File: config.mk
export PLATFORM = sky130hd
export DESIGN_NAME = ssp_port
export DESIGN_NICKNAME = d
export VERILOG_FILES = /design/src/hw/ssp_port.v /design/src/hw/ssp_regs.v /design/src/hw/ssp_sync.v
export VERILOG_INCLUDE_DIRS = /design/src /design/src/hw
export SDC_FILE = /design/constraint.sdc
export NUM_CORES = 1
export LEC_CHECK = 0
export ABC_CLOCK_PERIOD_IN_PS = 5200
export BUFFER_PORTS_ARGS = -buffer_cell sky130_fd_sc_hd__buf_2
export CAP_MARGIN = 40
export CORE_UTILIZATION = 65
export DETAILED_ROUTE_END_ITERATION = 10
export PLACE_DENSITY = 0.84
export SLEW_MARGIN = 20
export SYNTH_ARGS = -nofsm -noshare
export SYNTH_HDL_FRONTEND = slang
export SYNTH_SLANG_ARGS = --single-unit
File: constraint.sdc
create_clock -name clk_i -period 5.2 [get_ports clk_i]
set_input_delay 1.04 -clock clk_i [delete_from_list [all_inputs] [get_ports clk_i]]
set_output_delay 1.04 -clock clk_i [all_outputs]
set_load 0.005 [all_outputs]
File: src/hw/ssp_defs.vh
`ifndef SSP_DEFS_VH
`define SSP_DEFS_VH

// ************************************************************
// Clock rate
// ************************************************************
`define SSP_CLK_MHZ 50

// ************************************************************
// Frame layout
// ************************************************************
`define SSP_ADDR_W 7
`define SSP_DATA_W 8
`define SSP_ADDR_BITS 8
`define SSP_XFER_BITS 16

// ************************************************************
// Pin idle levels, used as synchroniser reset values
// ************************************************************
`define SSP_SCLK_IDLE 1'b1
`define SSP_SDIO_IDLE 1'b1
`define SSP_PD_IDLE 1'b0

// ************************************************************
// Register map
// ************************************************************
`define SSP_ADDR_PART_IDENTITY 7'h00
// Arbitrary identity value, not tied to any real part
`define SSP_PART_IDENTITY_VAL 8'h5a
`define SSP_REG_COUNT 4
`define SSP_REG_RESET 8'h00

// ************************************************************
// Timing
// ************************************************************
`define SSP_PD_HOLD_US 100
`define SSP_PD_HOLD_CYC (`SSP_PD_HOLD_US * `SSP_CLK_MHZ)
`define SSP_PORT_TIMEOUT_MS 900
`define SSP_PORT_TIMEOUT_CYC (`SSP_PORT_TIMEOUT_MS * 1000 * `SSP_CLK_MHZ)

`endif

File: src/hw/ssp_port.v
// Notes on behaviour
// - Two-byte frame: direction bit, seven address bits, data byte; sampled on rising edges.
// - A power-down pulse after 4 ms from supply valid synchronises the port.
// - After a write the data pin stays an input, high impedance.
// - After a read the last data bit is driven until the next falling edge.
// - Power-down held 100 us forces the data line to high impedance.
// - Power-down pulse resets the serial port but keeps register contents.
// - Port resets when sixteenth rise comes over 0.9 s after the first edge.
// - Writes to unimplemented addresses ignored; reads from them return zero.
// - Device drives the data line only after the last address rising edge.
// - Device releases the line within 120 ns of the falling edge after last bit.
// - Raising power-down aborts: no register write, only the serial port resets.
// - After power-up any rising edge starts a frame; sampled bit sets direction.
`timescale 1ns/1ps
`include "ssp_defs.vh"

module ssp_port #(
    parameter PD_HOLD_CYC = `SSP_PD_HOLD_CYC,
    parameter TIMEOUT_CYC = `SSP_PORT_TIMEOUT_CYC,
    parameter REG_COUNT = `SSP_REG_COUNT
) (
    // Clock and reset
    input wire clk_i,
    input wire sys_rst_i,
    // Serial link pins
    input wire sclk_i,
    input wire sdio_i,
    output reg sdio_o,
    output reg sdio_oe_o,
    input wire power_down_pin_i,
    // Status towards the rest of the device
    output reg shut_down_o,
    output reg port_busy_o,
    output reg timeout_o,
    // Register write notice
    output reg wr_strobe_o,
    output reg [6:0] wr_addr_o,
    output reg [7:0] wr_data_o
);

    // ************************************************************
    // Local constants
    // ************************************************************
    localparam PD_W = $clog2(PD_HOLD_CYC + 1);
    localparam TO_W = $clog2(TIMEOUT_CYC + 1);
    localparam integer PD_HOLD_INT = PD_HOLD_CYC;
    localparam integer TIMEOUT_INT = TIMEOUT_CYC;
    localparam integer ADDR_BITS_INT = `SSP_ADDR_BITS;
    localparam integer XFER_BITS_INT = `SSP_XFER_BITS;
    localparam [PD_W-1:0] PD_LIMIT = PD_HOLD_INT[PD_W-1:0];
    localparam [TO_W-1:0] TO_LIMIT = TIMEOUT_INT[TO_W-1:0];
    localparam [4:0] LAST_ADDR_CNT = ADDR_BITS_INT[4:0] - 5'h01;
    localparam [4:0] LAST_BIT_CNT = XFER_BITS_INT[4:0] - 5'h01;

    localparam [2:0] ST_IDLE = 3'h0;
    localparam [2:0] ST_ADDR = 3'h1;
    localparam [2:0] ST_WDATA = 3'h2;
    localparam [2:0] ST_RDATA = 3'h3;
    localparam [2:0] ST_RHOLD = 3'h4;

    // ************************************************************
    // Pin synchronisation and edge detection
    // ************************************************************
    wire sclk_s;
    wire sdio_s;
    wire pd_s;
    reg sclk_d;
    wire sclk_rise;
    wire sclk_fall;

    // Reset to each pin's idle level, so leaving reset shows no false clock edge
    ssp_sync #(
        .WIDTH(1),
        .RST_VAL(`SSP_SCLK_IDLE)
    ) u_sync_sclk (
        .clk_i(clk_i),
        .sys_rst_i(sys_rst_i),
        .async_i(sclk_i),
        .sync_o(sclk_s)
    );

    ssp_sync #(
        .WIDTH(1),
        .RST_VAL(`SSP_SDIO_IDLE)
    ) u_sync_sdio (
        .clk_i(clk_i),
        .sys_rst_i(sys_rst_i),
        .async_i(sdio_i),
        .sync_o(sdio_s)
    );

    ssp_sync #(
        .WIDTH(1),
        .RST_VAL(`SSP_PD_IDLE)
    ) u_sync_pd (
        .clk_i(clk_i),
        .sys_rst_i(sys_rst_i),
        .async_i(power_down_pin_i),
        .sync_o(pd_s)
    );

    assign sclk_rise = sclk_s & ~sclk_d;
    assign sclk_fall = ~sclk_s & sclk_d;

    always @(posedge clk_i) begin
        if (sys_rst_i) begin
            sclk_d <= `SSP_SCLK_IDLE;
        end else begin
            sclk_d <= sclk_s;
        end
    end

    // ************************************************************
    // Power-down hold timer
    // ************************************************************
    // The port aborts at once on power-down; the line release and shut_down_o both wait out the hold
    reg [PD_W-1:0] pd_cnt;
    reg pd_long;

    always @(posedge clk_i) begin
        if (sys_rst_i) begin
            pd_cnt <= {PD_W{1'b0}};
            pd_long <= 1'b0;
            shut_down_o <= 1'b0;
        end else begin
            if (!pd_s) begin
                pd_cnt <= {PD_W{1'b0}};
                pd_long <= 1'b0;
            end else if (pd_cnt != PD_LIMIT) begin
                pd_cnt <= pd_cnt + 1'b1;
            end else begin
                pd_long <= 1'b1;
            end
            shut_down_o <= pd_long;
        end
    end

    // ************************************************************
    // Register store
    // ************************************************************
    reg [6:0] addr_sr;
    wire [6:0] next_addr;
    wire [7:0] rd_data;

    assign next_addr = {addr_sr[5:0], sdio_s};

    ssp_regs #(
        .REG_COUNT(REG_COUNT)
    ) u_regs (
        .clk_i(clk_i),
        .sys_rst_i(sys_rst_i),
        .wr_en_i(wr_strobe_o),
        .wr_addr_i(wr_addr_o),
        .wr_data_i(wr_data_o),
        .rd_addr_i(next_addr),
        .rd_data_o(rd_data)
    );

    // ************************************************************
    // Transaction timer
    // ************************************************************
    reg [2:0] state;
    reg [TO_W-1:0] to_cnt;
    wire counting;
    wire to_hit;

    // Stopped in the read hold phase, where the port waits on the host clock
    assign counting = (state == ST_ADDR) || (state == ST_WDATA) || (state == ST_RDATA);
    assign to_hit = counting && (to_cnt == TO_LIMIT);

    always @(posedge clk_i) begin
        if (sys_rst_i) begin
            to_cnt <= {TO_W{1'b0}};
        end else if (state == ST_IDLE || pd_s) begin
            to_cnt <= {TO_W{1'b0}};
        end else if (counting && !to_hit) begin
            to_cnt <= to_cnt + 1'b1;
        end
    end

    // ************************************************************
    // Serial port state machine
    // ************************************************************
    reg [4:0] bit_cnt;
    reg dir_write;
    reg [7:0] data_sr;

    always @(posedge clk_i) begin
        if (sys_rst_i) begin
            state <= ST_IDLE;
            bit_cnt <= 5'h00;
            dir_write <= 1'b0;
            addr_sr <= 7'h00;
            data_sr <= 8'h00;
            sdio_o <= 1'b0;
            sdio_oe_o <= 1'b0;
            port_busy_o <= 1'b0;
            timeout_o <= 1'b0;
            wr_strobe_o <= 1'b0;
            wr_addr_o <= 7'h00;
            wr_data_o <= 8'h00;
        end else begin
            wr_strobe_o <= 1'b0;
            timeout_o <= 1'b0;
            port_busy_o <= (state != ST_IDLE);
            if (pd_s) begin
                // Abort: port state cleared, registers untouched
                state <= ST_IDLE;
                bit_cnt <= 5'h00;
                dir_write <= 1'b0;
                if (pd_long) begin
                    sdio_oe_o <= 1'b0;
                end
            end else if (to_hit) begin
                state <= ST_IDLE;
                bit_cnt <= 5'h00;
                dir_write <= 1'b0;
                sdio_oe_o <= 1'b0;
                timeout_o <= 1'b1;
            end else begin
                case (state)
                    ST_IDLE: begin
                        if (sclk_rise) begin
                            dir_write <= sdio_s;
                            bit_cnt <= 5'h01;
                            state <= ST_ADDR;
                        end else if (sclk_fall) begin
                            // A read cut off by a short power-down pulse lets go here
                            sdio_oe_o <= 1'b0;
                        end
                    end
                    ST_ADDR: begin
                        if (sclk_rise) begin
                            addr_sr <= next_addr;
                            bit_cnt <= bit_cnt + 5'h01;
                            if (bit_cnt == LAST_ADDR_CNT) begin
                                if (dir_write) begin
                                    state <= ST_WDATA;
                                end else begin
                                    // Unmapped addresses read back as zero
                                    data_sr <= rd_data;
                                    state <= ST_RDATA;
                                end
                            end
                        end
                    end
                    ST_WDATA: begin
                        if (sclk_rise) begin
                            data_sr <= {data_sr[6:0], sdio_s};
                            bit_cnt <= bit_cnt + 5'h01;
                            if (bit_cnt == LAST_BIT_CNT) begin
                                // Store ignores unmapped targets; pin stays input
                                wr_strobe_o <= 1'b1;
                                wr_addr_o <= addr_sr;
                                wr_data_o <= {data_sr[6:0], sdio_s};
                                state <= ST_IDLE;
                            end
                        end
                    end
                    ST_RDATA: begin
                        if (sclk_fall) begin
                            // Driving starts only after the last address rise
                            sdio_oe_o <= 1'b1;
                            sdio_o <= data_sr[7];
                            data_sr <= {data_sr[6:0], 1'b0};
                        end else if (sclk_rise) begin
                            bit_cnt <= bit_cnt + 5'h01;
                            if (bit_cnt == LAST_BIT_CNT) begin
                                state <= ST_RHOLD;
                            end
                        end
                    end
                    ST_RHOLD: begin
                        if (sclk_fall) begin
                            sdio_oe_o <= 1'b0;
                            bit_cnt <= 5'h00;
                            dir_write <= 1'b0;
                            state <= ST_IDLE;
                        end
                    end
                    default: begin
                        state <= ST_IDLE;
                        bit_cnt <= 5'h00;
                        sdio_oe_o <= 1'b0;
                    end
                endcase
            end
        end
    end

endmodule

File: src/hw/ssp_regs.v
`timescale 1ns/1ps
`include "ssp_defs.vh"

// ************************************************************
// Register store behind the serial port
// ************************************************************
module ssp_regs #(
    parameter REG_COUNT = `SSP_REG_COUNT,
    parameter [7:0] IDENTITY = `SSP_PART_IDENTITY_VAL
) (
    // Clock and reset
    input wire clk_i,
    input wire sys_rst_i,
    // Write side
    input wire wr_en_i,
    input wire [6:0] wr_addr_i,
    input wire [7:0] wr_data_i,
    // Read side
    input wire [6:0] rd_addr_i,
    output reg [7:0] rd_data_o
);

    reg [7:0] mem [1:REG_COUNT-1];
    integer i;

    always @(posedge clk_i) begin
        if (sys_rst_i) begin
            for (i = 1; i < REG_COUNT; i = i + 1) begin
                mem[i] <= `SSP_REG_RESET;
            end
        end else if (wr_en_i && wr_addr_i != `SSP_ADDR_PART_IDENTITY &&
                     wr_addr_i < REG_COUNT) begin
            mem[wr_addr_i] <= wr_data_i;
        end
    end

    always @* begin
        if (rd_addr_i == `SSP_ADDR_PART_IDENTITY) begin
            rd_data_o = IDENTITY;
        end else if (rd_addr_i < REG_COUNT) begin
            rd_data_o = mem[rd_addr_i];
        end else begin
            rd_data_o = 8'h00;
        end
    end

endmodule

File: src/hw/ssp_sync.v
`timescale 1ns/1ps

// ************************************************************
// Two-stage synchroniser for pins from outside the clock domain
// ************************************************************
module ssp_sync #(
    parameter WIDTH = 3,
    parameter [WIDTH-1:0] RST_VAL = {WIDTH{1'b0}}
) (
    // Clock and reset
    input wire clk_i,
    input wire sys_rst_i,
    // Asynchronous levels in, synchronised levels out
    input wire [WIDTH-1:0] async_i,
    output reg [WIDTH-1:0] sync_o
);

    reg [WIDTH-1:0] meta;

    always @(posedge clk_i) begin
        if (sys_rst_i) begin
            meta <= RST_VAL;
            sync_o <= RST_VAL;
        end else begin
            meta <= async_i;
            sync_o <= meta;
        end
    end

endmodule

==> results of run 1 <==
## registers in the layout, summed over array words and instances (netlist names), 3 cells and up
register    flops
to_cnt         26
u_regs.mem     24
pd_cnt         13
data_sr         8
wr_data_o       8
addr_sr         7
wr_addr_o       7
bit_cnt         5
state           3
## stage by stage
step | util, % | power [mW] | std cells | worst slack (ns)
after floorplan | - | 1.05 | 547 | 2.56
after global placement | 70.1 | 1.06 | 645 | 1.89
after detailed placement | 70.1 | 1.06 | 645 | 1.76
after CTS | 77.3 | 2.16 | 677 | 2.25
after global routing | 77.5 | 2.22 | 678 | 2.06
final | 77.5 | 2.16 | 678 | 2.24
## Yosys cell counts, types with 6 or more instances
cell	instances	area share, %
nor2b_1	7	0.81
nor3_1	9	0.84
ha_1	6	1.4
xor2_1	10	1.6
a21oi_1	16	1.5
dfxtp_1	92	34
mux2i_1	38	7.1
nand3_1	16	1.5
inv_1	8	0.56
nand2b_1	42	4.9
nand4_1	7	0.81
or2_2	12	1.4
xnor2_1	17	2.8
nand2_1	23	1.6
nor2_1	52	3.6
and3_1	10	1.2
edfxtp_1	24	13
buf_2	8	0.75
o211ai_1	6	0.84
or3_1	10	1.2
and2_1	27	3.1
o21ai_0	13	1.2
clkbuf_1	19	1.3
## path summary, 6_finish.rpt
check                              endpoint  depth (start not counted)                        start
min           u_sync_sclk.sync_o$_SDFF_PP1_                          1  u_sync_sclk.meta$_SDFF_PP1_
max reg2reg       wr_data_o[6]$_SDFFE_PP0P_                          5      to_cnt[13]$_SDFFE_PP0P_
min reg2reg   u_sync_sclk.sync_o$_SDFF_PP1_                          1  u_sync_sclk.meta$_SDFF_PP1_
max          u_regs.mem[1][6]$_SDFFCE_PN0P_                          6                    sys_rst_i
## cell type report
cell class / instances / area (sq um)
sequential: 116 / 2560
clock buffer: 19 / 432
multi-input combinational: 393 / 2650
inverter: 8 / 30.0
fill: 532 / 1770
clock inverter: 13 / 133
timing repair buffer: 27 / 148
tap: 102 / 128
## worst register-to-register path: stages (launching register included)
cell and delay, ns:
dfxtp_1 0.43, nor4bb_1 0.46, nand4_2 0.35, nor3_2 0.58, or4_1 0.47, mux2i_1 0.26
## metal layers
metal	vias up	track usage, %	part of all wire [%]
li1	1956	-	-
met1	1928	33.0	43
met2	106	49.1	51
met3	19	6.65	4.0
met4	0	12.8	2.0
met5	-	0	0
## report_power, final
part | total (mW) | switching, mW | internal (mW)
Clock | 1.11 | 0.419 | 0.691
Sequential | 0.951 | 0.0153 | 0.936
Combinational | 0.100 | 0.0589 | 0.0413
Total | 2.16 | 0.493 | 1.67
## logic make-up (layout without fill, tap and decap cells)
group	Yosys count	count (layout)	share of synthesized area, %
xor+xnor	27	27	4.40
simple gates	255	255	27.6
buf+inv	38	67	3.12
flops	116	116	47.7
compound gates	63	63	7.85
mux	42	42	7.92
fa+ha+maj	6	6	1.40
==> out/qor.yml, run 1 <==
clock_network:
  insertion_delay_ns: 0.52
  postCtsHoldBufs: 0
  clock-root-buffer: "clkbuf_8"
  cts_tree: "yes"
  cts_buffer_depth: 2
  clock-sinks: 116
  numCtsBuffers: 17
  cts_max_level: 4
  clk_pin_slew_ns: 0.06
  cts_resized: 0
  cts_setup_buffers: 0
status:
  outcome: "finished, final reports clean"
cells_and_area:
  mostFrequentLayoutCell: "dfxtp_1"
  n_antenna_cell: 0
  layout_common_cells: "92 x dfxtp_1, 52 x nor2_1, 42 x nand2b_1"
  area_growth_syn_to_layout_pct: 13.2
  design_area_sq_um: 6080
  layout-drive-gt1-share_pct: 14.9
  nets: 574
placement:
  dpl_cell_area_sq_um: 5500
  numPortBuffers: 25
  gp_congestion: 0.863
  dp.final_hpwl_mm: 7.01
power_and_ir_drop:
  peakVddDrop_v: 0.000320
  leakagePower_nw: 2.21
  p_per_area_nw_per_um2: 355
synth:
  synthCells: 547
  synthFlopType: "dfxtp_1"
  syn_area_per_cell_sq_um: 9.82
  synth.ff_latch_count: 116
  async_flop_share_pct: 0
  yosys.cell_types.count: 61
  syn_nets: 558
  syn_area_sq_um: 5370
  synth_edf_count: 24
  ys_seq_area_share_pct: 47.7
  yosysWarnings: 0
die:
  core-area_sq_um: 7850
  die_area_sq_um: 8640
  rows: 32
  die_h_microns: 92.9
  start_util_pct: 68.5
  pin_count: 26
  fp.dieW_microns: 92.9
routing:
  drt_first_pass_iters: 5
  route.detailed.drc: 0
  vias_per_cell: 5.91
  dr.first_iter.drc_count: 286
  wl_per_cell_microns: 16.5
  routed_wl_mm: 11.2
  drtAntennaViolNets: 0
  vias: 4009
global_route:
  grt_pass1_wl_mm: 18.9
  antenna_found_initial: 0
  grt_max_degree: 61
  first_global_vias: 4019
  overflow: 0
  grt.total_usage_pct: 28.3
timing:
  fmax_mhz: 338
  min_period_ns: 2.96
  rsz0062_at_grt: "no"
  setup_tns_ns: 0
  setup_viol: 0
  slew_headroom_pct: 48.6
  final_max_slew_viol_count: 0
  clock-skew-final_ns: 0.00677
  timing.hold.ws_ns: 0.410
  finalCritPeriodShare_pct: 57.0
  worst_slew_pin_slew_ns: 0.770
  hold_violations: 0
worst_setup_path:
  slowest_stage: "or4b_1"
  crit_fanout: 60
  critPathLaunchType: "input pin"
  r2r_slack_ns: 2.57
  cp.arrival_ns: 3.18
  crit_chain: "buf_2 -> or4b_1 -> nor4_1 -> nand2_1 -> nor2_1 -> or2_2"
  path_buf_inv: 1
  critPathRequiredTime_ns: 5.41
  path_delay_family: "simple AND/OR/NAND/NOR gates"
  criticalPathCategory: "in2reg"
  cp_slowest_stage_delay_ns: 0.59
  endpoint_kind: "flop"
job:
  cap_violations: 0
worst_hold_path:
  hp-class: "reg2reg"
(Power assumes the default switching activity.)
==> run 2: changes to the inputs <==
--- a/config.mk
+++ b/config.mk
@@ -6,12 +6,12 @@
 export SDC_FILE = /design/constraint.sdc
 export NUM_CORES = 1
 export LEC_CHECK = 0
-export ABC_CLOCK_PERIOD_IN_PS = 5200
+export ABC_CLOCK_PERIOD_IN_PS = 3000
 export BUFFER_PORTS_ARGS = -buffer_cell sky130_fd_sc_hd__buf_2
 export CAP_MARGIN = 40
-export CORE_UTILIZATION = 65
+export CORE_UTILIZATION = 61
 export DETAILED_ROUTE_END_ITERATION = 10
-export PLACE_DENSITY = 0.84
+export PLACE_DENSITY = 0.79
 export SLEW_MARGIN = 20
 export SYNTH_ARGS = -nofsm -noshare
 export SYNTH_HDL_FRONTEND = slang
==> constraint.sdc (replaced) <==
create_clock -name clk_i -period 3 [get_ports clk_i]
set_input_delay 0.6 -clock clk_i [delete_from_list [all_inputs] [get_ports clk_i]]
set_output_delay 0.6 -clock clk_i [all_outputs]
set_load 0.005 [all_outputs]
==> run 2 against run 1 <==
Worst setup slack worse by 1.6 ns. Worst hold slack worse by 0.15 ns. First-iteration DRC count down 32%. Critical endpoint is now wr_data_o[1]$_SDFFE_PP0P_. Clock-buffer cell count fell by 1.
==> out/qor.yml, run 2 (same netlist as run 1, synthesis figures left out) <==
clock_network:
  cts_max_level: 4
  clock-sinks: 116
  cts_setup_buffers: 0
  clock-root-buffer: "clkbuf_8"
  cts_resized: 0
  clk_pin_slew_ns: 0.06
  cts_buffer_depth: 2
  postCtsHoldBufs: 0
  numCtsBuffers: 17
  cts_tree: "yes"
  insertion_delay_ns: 0.52
worst_setup_path:
  cp_slowest_stage_delay_ns: 0.52
  cp.arrival_ns: 2.83
  crit_fanout: 10
  crit_chain: "nor4bb_1 -> nand4_2 -> nor3_2 -> or4_1 -> mux2i_1"
  endpoint_kind: "flop"
  critPathLaunchType: "flop"
  criticalPathCategory: "reg2reg"
  path_delay_family: "simple AND/OR/NAND/NOR gates"
  critPathRequiredTime_ns: 3.44
  path_buf_inv: 0
  slowest_stage: "nor3_2"
cells_and_area:
  n_antenna_cell: 0
  nets: 579
  reg_top3: "to_cnt (26), u_regs.mem (24), pd_cnt (13)"
  regMostFlops: "to_cnt"
  largest_reg_flops: 26
  design_area_sq_um: 6110
  layout_common_cells: "92 x dfxtp_1, 52 x nor2_1, 42 x nand2b_1"
  mostFrequentLayoutCell: "dfxtp_1"
  area_growth_syn_to_layout_pct: 13.7
  layout-drive-gt1-share_pct: 15.8
  n_fill_cell: 603
routing:
  m1WireLength_mm: 4.86
  wl_per_cell_microns: 16.0
  drtAntennaViolNets: 0
  dr_wl_met3_microns: 462
  route.detailed.drc: 0
  highest_layer: "met4"
  drt_first_pass_iters: 4
  routed_wl_mm: 11.0
  vias_per_cell: 5.79
  vias: 3971
  dr.first_iter.drc_count: 195
  wl_met2_mm: 5.49
timing:
  min_period_ns: 2.39
  final_max_slew_viol_count: 0
  slew_headroom_pct: 49.2
  hold_violations: 0
  rsz0062_at_grt: "no"
  clock-skew-final_ns: 0.0106
  finalWorstSetupSlack_ns: 0.607
  setup_viol: 0
  finalCritPeriodShare_pct: 79.8
  setup_tns_ns: 0
  fmax_mhz: 418
  worst_slew_pin_slew_ns: 0.761
placement:
  numPortBuffers: 25
  gp_congestion: 0.845
  dp.final_hpwl_mm: 7.15
  pre_cts_ws_ns: 0.558
  dpl_cell_area_sq_um: 5550
power_and_ir_drop:
  p_per_area_nw_per_um2: 604
  power_mw: 3.69
  leakagePower_nw: 2.24
  peakVddDrop_v: 0.000371
die:
  die_h_microns: 95.9
  fp.dieW_microns: 95.9
  core-area_sq_um: 8380
  rows: 33
  die_area_sq_um: 9190
  start_util_pct: 64.1
  pin_count: 26
worst_hold_path:
  hp-class: "in2reg"
global_route:
  first_global_vias: 3701
  grt_max_degree: 60
  overflow: 0
  antenna_found_initial: 0
  grt_pass1_wl_mm: 17.7
  grt.total_usage_pct: 26.0
job:
  cap_violations: 0
status:
  outcome: "finished, final reports clean"
==> run 2: where the power goes <==
part	total, mW	switching, mW	internal (mW)
Combinational	0.170	0.0994	0.0708
Clock	1.87	0.746	1.13
Sequential	1.65	0.0263	1.62
Total	3.69	0.872	2.82
==> run 2: layout make-up <==
| cell class | instances | area, sq um | share of cell area (%) |
|---|---|---|---|
| Multi-Input combinational cell | 393 | 2650 | 43.4 |
| Sequential cell | 116 | 2560 | 42.0 |
| Clock buffer | 18 | 428 | 7.01 |
| Timing Repair Buffer | 32 | 178 | 2.91 |
| Tap cell | 105 | 131 | 2.15 |
| Clock inverter | 14 | 129 | 2.11 |
| Inverter | 8 | 30.0 | 0.492 |
==> run 2: per-layer routing <==
metal	track usage [%]	up-vias
li1	-	1969
met2	43.4	77
met4	9.83	0
met1	31.5	1910
met5	0	-
met3	7.98	15
==> run 2: stage by stage <==
step                std cells  util, %  hold slack, ns
floorplan                 547        -           0.389
global route              686     72.9           0.246
global placement          654     66.2           0.393
CTS                       686     72.9           0.245
finish                    686     72.9           0.260
detailed placement        654     66.2           0.412
==> run 2: final timing paths <==
| kind | end | cells past startpoint | from | slack (ns) |
|---|---|---|---|---|
| min | u_sync_sclk.meta$_SDFF_PP1_ | 2 | sclk_i | 0.26 |
| min reg2reg | u_sync_sdio.sync_o$_SDFF_PP1_ | 1 | u_sync_sdio.meta$_SDFF_PP1_ | 0.42 |
| max | wr_data_o[1]$_SDFFE_PP0P_ | 5 | to_cnt[15]$_SDFFE_PP0P_ | 0.61 |
| max reg2reg | wr_data_o[1]$_SDFFE_PP0P_ | 5 | to_cnt[15]$_SDFFE_PP0P_ | 0.61 |
==> run 3: changes to the inputs <==
--- a/config.mk
+++ b/config.mk
@@ -6,7 +6,7 @@
 export SDC_FILE = /design/constraint.sdc
 export NUM_CORES = 1
 export LEC_CHECK = 0
-export ABC_CLOCK_PERIOD_IN_PS = 3000
+export ABC_CLOCK_PERIOD_IN_PS = 2460
 export BUFFER_PORTS_ARGS = -buffer_cell sky130_fd_sc_hd__buf_2
 export CAP_MARGIN = 40
 export CORE_UTILIZATION = 61
==> constraint.sdc (replaced) <==
create_clock -name clk_i -period 2.46 [get_ports clk_i]
set_input_delay 0.492 -clock clk_i [delete_from_list [all_inputs] [get_ports clk_i]]
set_output_delay 0.492 -clock clk_i [all_outputs]
set_load 0.005 [all_outputs]
==> run 3 against run 2 <==
Sequential share of layout area decreased by 0.75 points. Worst setup slack got worse by 0.31 ns. Critical path depth unchanged. Critical path type unchanged. Critical endpoint is now to_cnt[23]$_SDFFE_PP0P_.
==> out/qor.yml, run 3 (same netlist as run 1, synthesis figures left out) <==
cells_and_area:
  reg_top3: "to_cnt (26), u_regs.mem (24), pd_cnt (13)"
  mostFrequentLayoutCell: "dfxtp_1"
  utilization_pct: 74.2
  largest_reg_flops: 26
  area_growth_syn_to_layout_pct: 15.7
  n_antenna_cell: 0
  nets: 589
  regMostFlops: "to_cnt"
  layout_common_cells: "92 x dfxtp_1, 52 x nor2_1, 42 x nand2b_1"
  layout-drive-gt1-share_pct: 17.3
  n_fill_cell: 607
clock_network:
  clk_pin_slew_ns: 0.06
  clock-root-buffer: "clkbuf_8"
  cts_resized: 0
  clock-sinks: 116
  cts_setup_buffers: 0
  cts_max_level: 4
  numCtsBuffers: 17
  postCtsHoldBufs: 0
  insertion_delay_ns: 0.53
  cts_buffer_depth: 2
  cts_tree: "yes"
timing:
  worst_slew_pin_slew_ns: 0.597
  hold_violations: 0
  finalWorstSetupSlack_ns: 0.300
  min_period_ns: 2.16
  slew_headroom_pct: 59.9
  fmax_mhz: 463
  final_max_slew_viol_count: 0
  setup_tns_ns: 0
  rsz0062_at_grt: "no"
  finalCritPeriodShare_pct: 87.8
  clock-skew-final_ns: 0.0121
  setup_viol: 0
worst_setup_path:
  criticalPathCategory: "reg2reg"
  cp_slowest_stage_delay_ns: 0.55
  crit_fanout: 13
  path_buf_inv: 0
  cp.arrival_ns: 2.61
  rr_worst_depth: 5
  r2r-start: "state[0]$_SDFFE_PP0P_"
  r2r_slack_ns: 0.30
  critPathLaunchType: "flop"
  slowest_stage: "dfxtp_1"
  endpoint_kind: "flop"
  crit_chain: "o21ba_4 -> and3_4 -> or3b_1 -> or4b_4 -> o21ai_2"
  critPathRequiredTime_ns: 2.91
  path_delay_family: "simple AND/OR/NAND/NOR gates"
  rr_endpoint: "to_cnt[23]$_SDFFE_PP0P_"
die:
  core-area_sq_um: 8380
  start_util_pct: 64.1
  fp.dieW_microns: 95.9
  rows: 33
  die_area_sq_um: 9190
  pin_count: 26
  die_h_microns: 95.9
routing:
  drtAntennaViolNets: 0
  route.detailed.drc: 0
  vias_per_cell: 5.80
  dr.first_iter.drc_count: 230
  vias: 4036
  routed_wl_mm: 11.2
  drt_first_pass_iters: 5
  wl_per_cell_microns: 16.1
placement:
  dp.final_hpwl_mm: 7.42
  numPortBuffers: 25
  pre_cts_ws_ns: 0.209
  gp_congestion: 0.869
worst_hold_path:
  min_from: "sclk_i"
  hold_end: "u_sync_sclk.meta$_SDFF_PP1_"
  hp-class: "in2reg"
  min_path_cells: 2
global_route:
  first_global_vias: 3864
  grt.total_usage_pct: 26.5
  overflow: 0
  antenna_found_initial: 0
  grt_max_degree: 59
  grt_pass1_wl_mm: 18.2
power_and_ir_drop:
  peakVddDrop_v: 0.000676
  leakagePower_nw: 2.29
  p_per_area_nw_per_um2: 748
status:
  outcome: "finished, final reports clean"
job:
  cap_violations: 0
[run 3: cell types whose count changed in the layout (fill, tap and decap cells not counted)]
cell        previous run  this run
clkinvlp_4             1         4
clkinv_4               5         1
clkbuf_16             16        18
inv_6                  3         4
clkinv_2               3         1
buf_4                  7        17
[run 3: layer usage]
| metal | GRT usage (%) | up-vias | share of wire [%] |
|---|---|---|---|
| li1 | - | 1989 | - |
| met1 | 32.3 | 1932 | 45 |
| met2 | 44.2 | 88 | 49 |
| met3 | 7.11 | 27 | 3.7 |
| met4 | 11.6 | 0 | 2.3 |
| met5 | 0 | - | 0 |
[run 3: layout make-up]
class / count / area, sq um / share of cell area, %
clock buffers: 20 / 478 / 7.68
clock inverters: 12 / 115 / 1.85
inverters: 8 / 30.0 / 0.483
multi-input cells: 393 / 2650 / 42.6
flip-flops and latches: 116 / 2560 / 41.2
well taps: 105 / 131 / 2.11
repair buffers: 42 / 253 / 4.06
[run 3: worst max-delay path by stage]
| stage | startpoint | to | cells past startpoint |
|---|---|---|---|
| 4_1_cts | state[0]$_SDFFE_PP0P_ | to_cnt[23]$_SDFFE_PP0P_ | 5 |
| 5_1_grt | state[0]$_SDFFE_PP0P_ | to_cnt[23]$_SDFFE_PP0P_ | 5 |
| 3_3_place_gp | sys_rst_i | u_regs.mem[1][5]$_SDFFCE_PN0P_ | 7 |
| 6_report | state[0]$_SDFFE_PP0P_ | to_cnt[23]$_SDFFE_PP0P_ | 5 |
| 2_1_floorplan | sys_rst_i | u_regs.mem[2][0]$_SDFFCE_PN0P_ | 5 |
| 3_5_place_dp | sys_rst_i | u_regs.mem[3][2]$_SDFFCE_PN0P_ | 6 |
[run 3: worst reg2reg max path, cell delays in order, from the launching register on]
cell	delay [ns]
dfxtp_1	0.55
o21ba_4	0.26
and3_4	0.22
or3b_1	0.48
or4b_4	0.52
o21ai_2	0.06
[run 3: metrics by stage]
stage          total power [mW]  instances  hold WS, ns  area [sq um]
2_1_floorplan              2.22        547        0.389          5370
3_3_place_gp               2.25        664        0.399          5630
3_5_place_dp               2.26        664        0.398          5630
4_1_cts                    4.69        696        0.135          6220
5_1_grt                    4.78        696        0.142          6220
6_report                   4.65        696        0.158          6220
[run 3: power by group]
part | internal (mW) | switching, mW
sequential | 1.98 | 0.0283
combinational | 0.0894 | 0.129
clock | 1.50 | 0.930
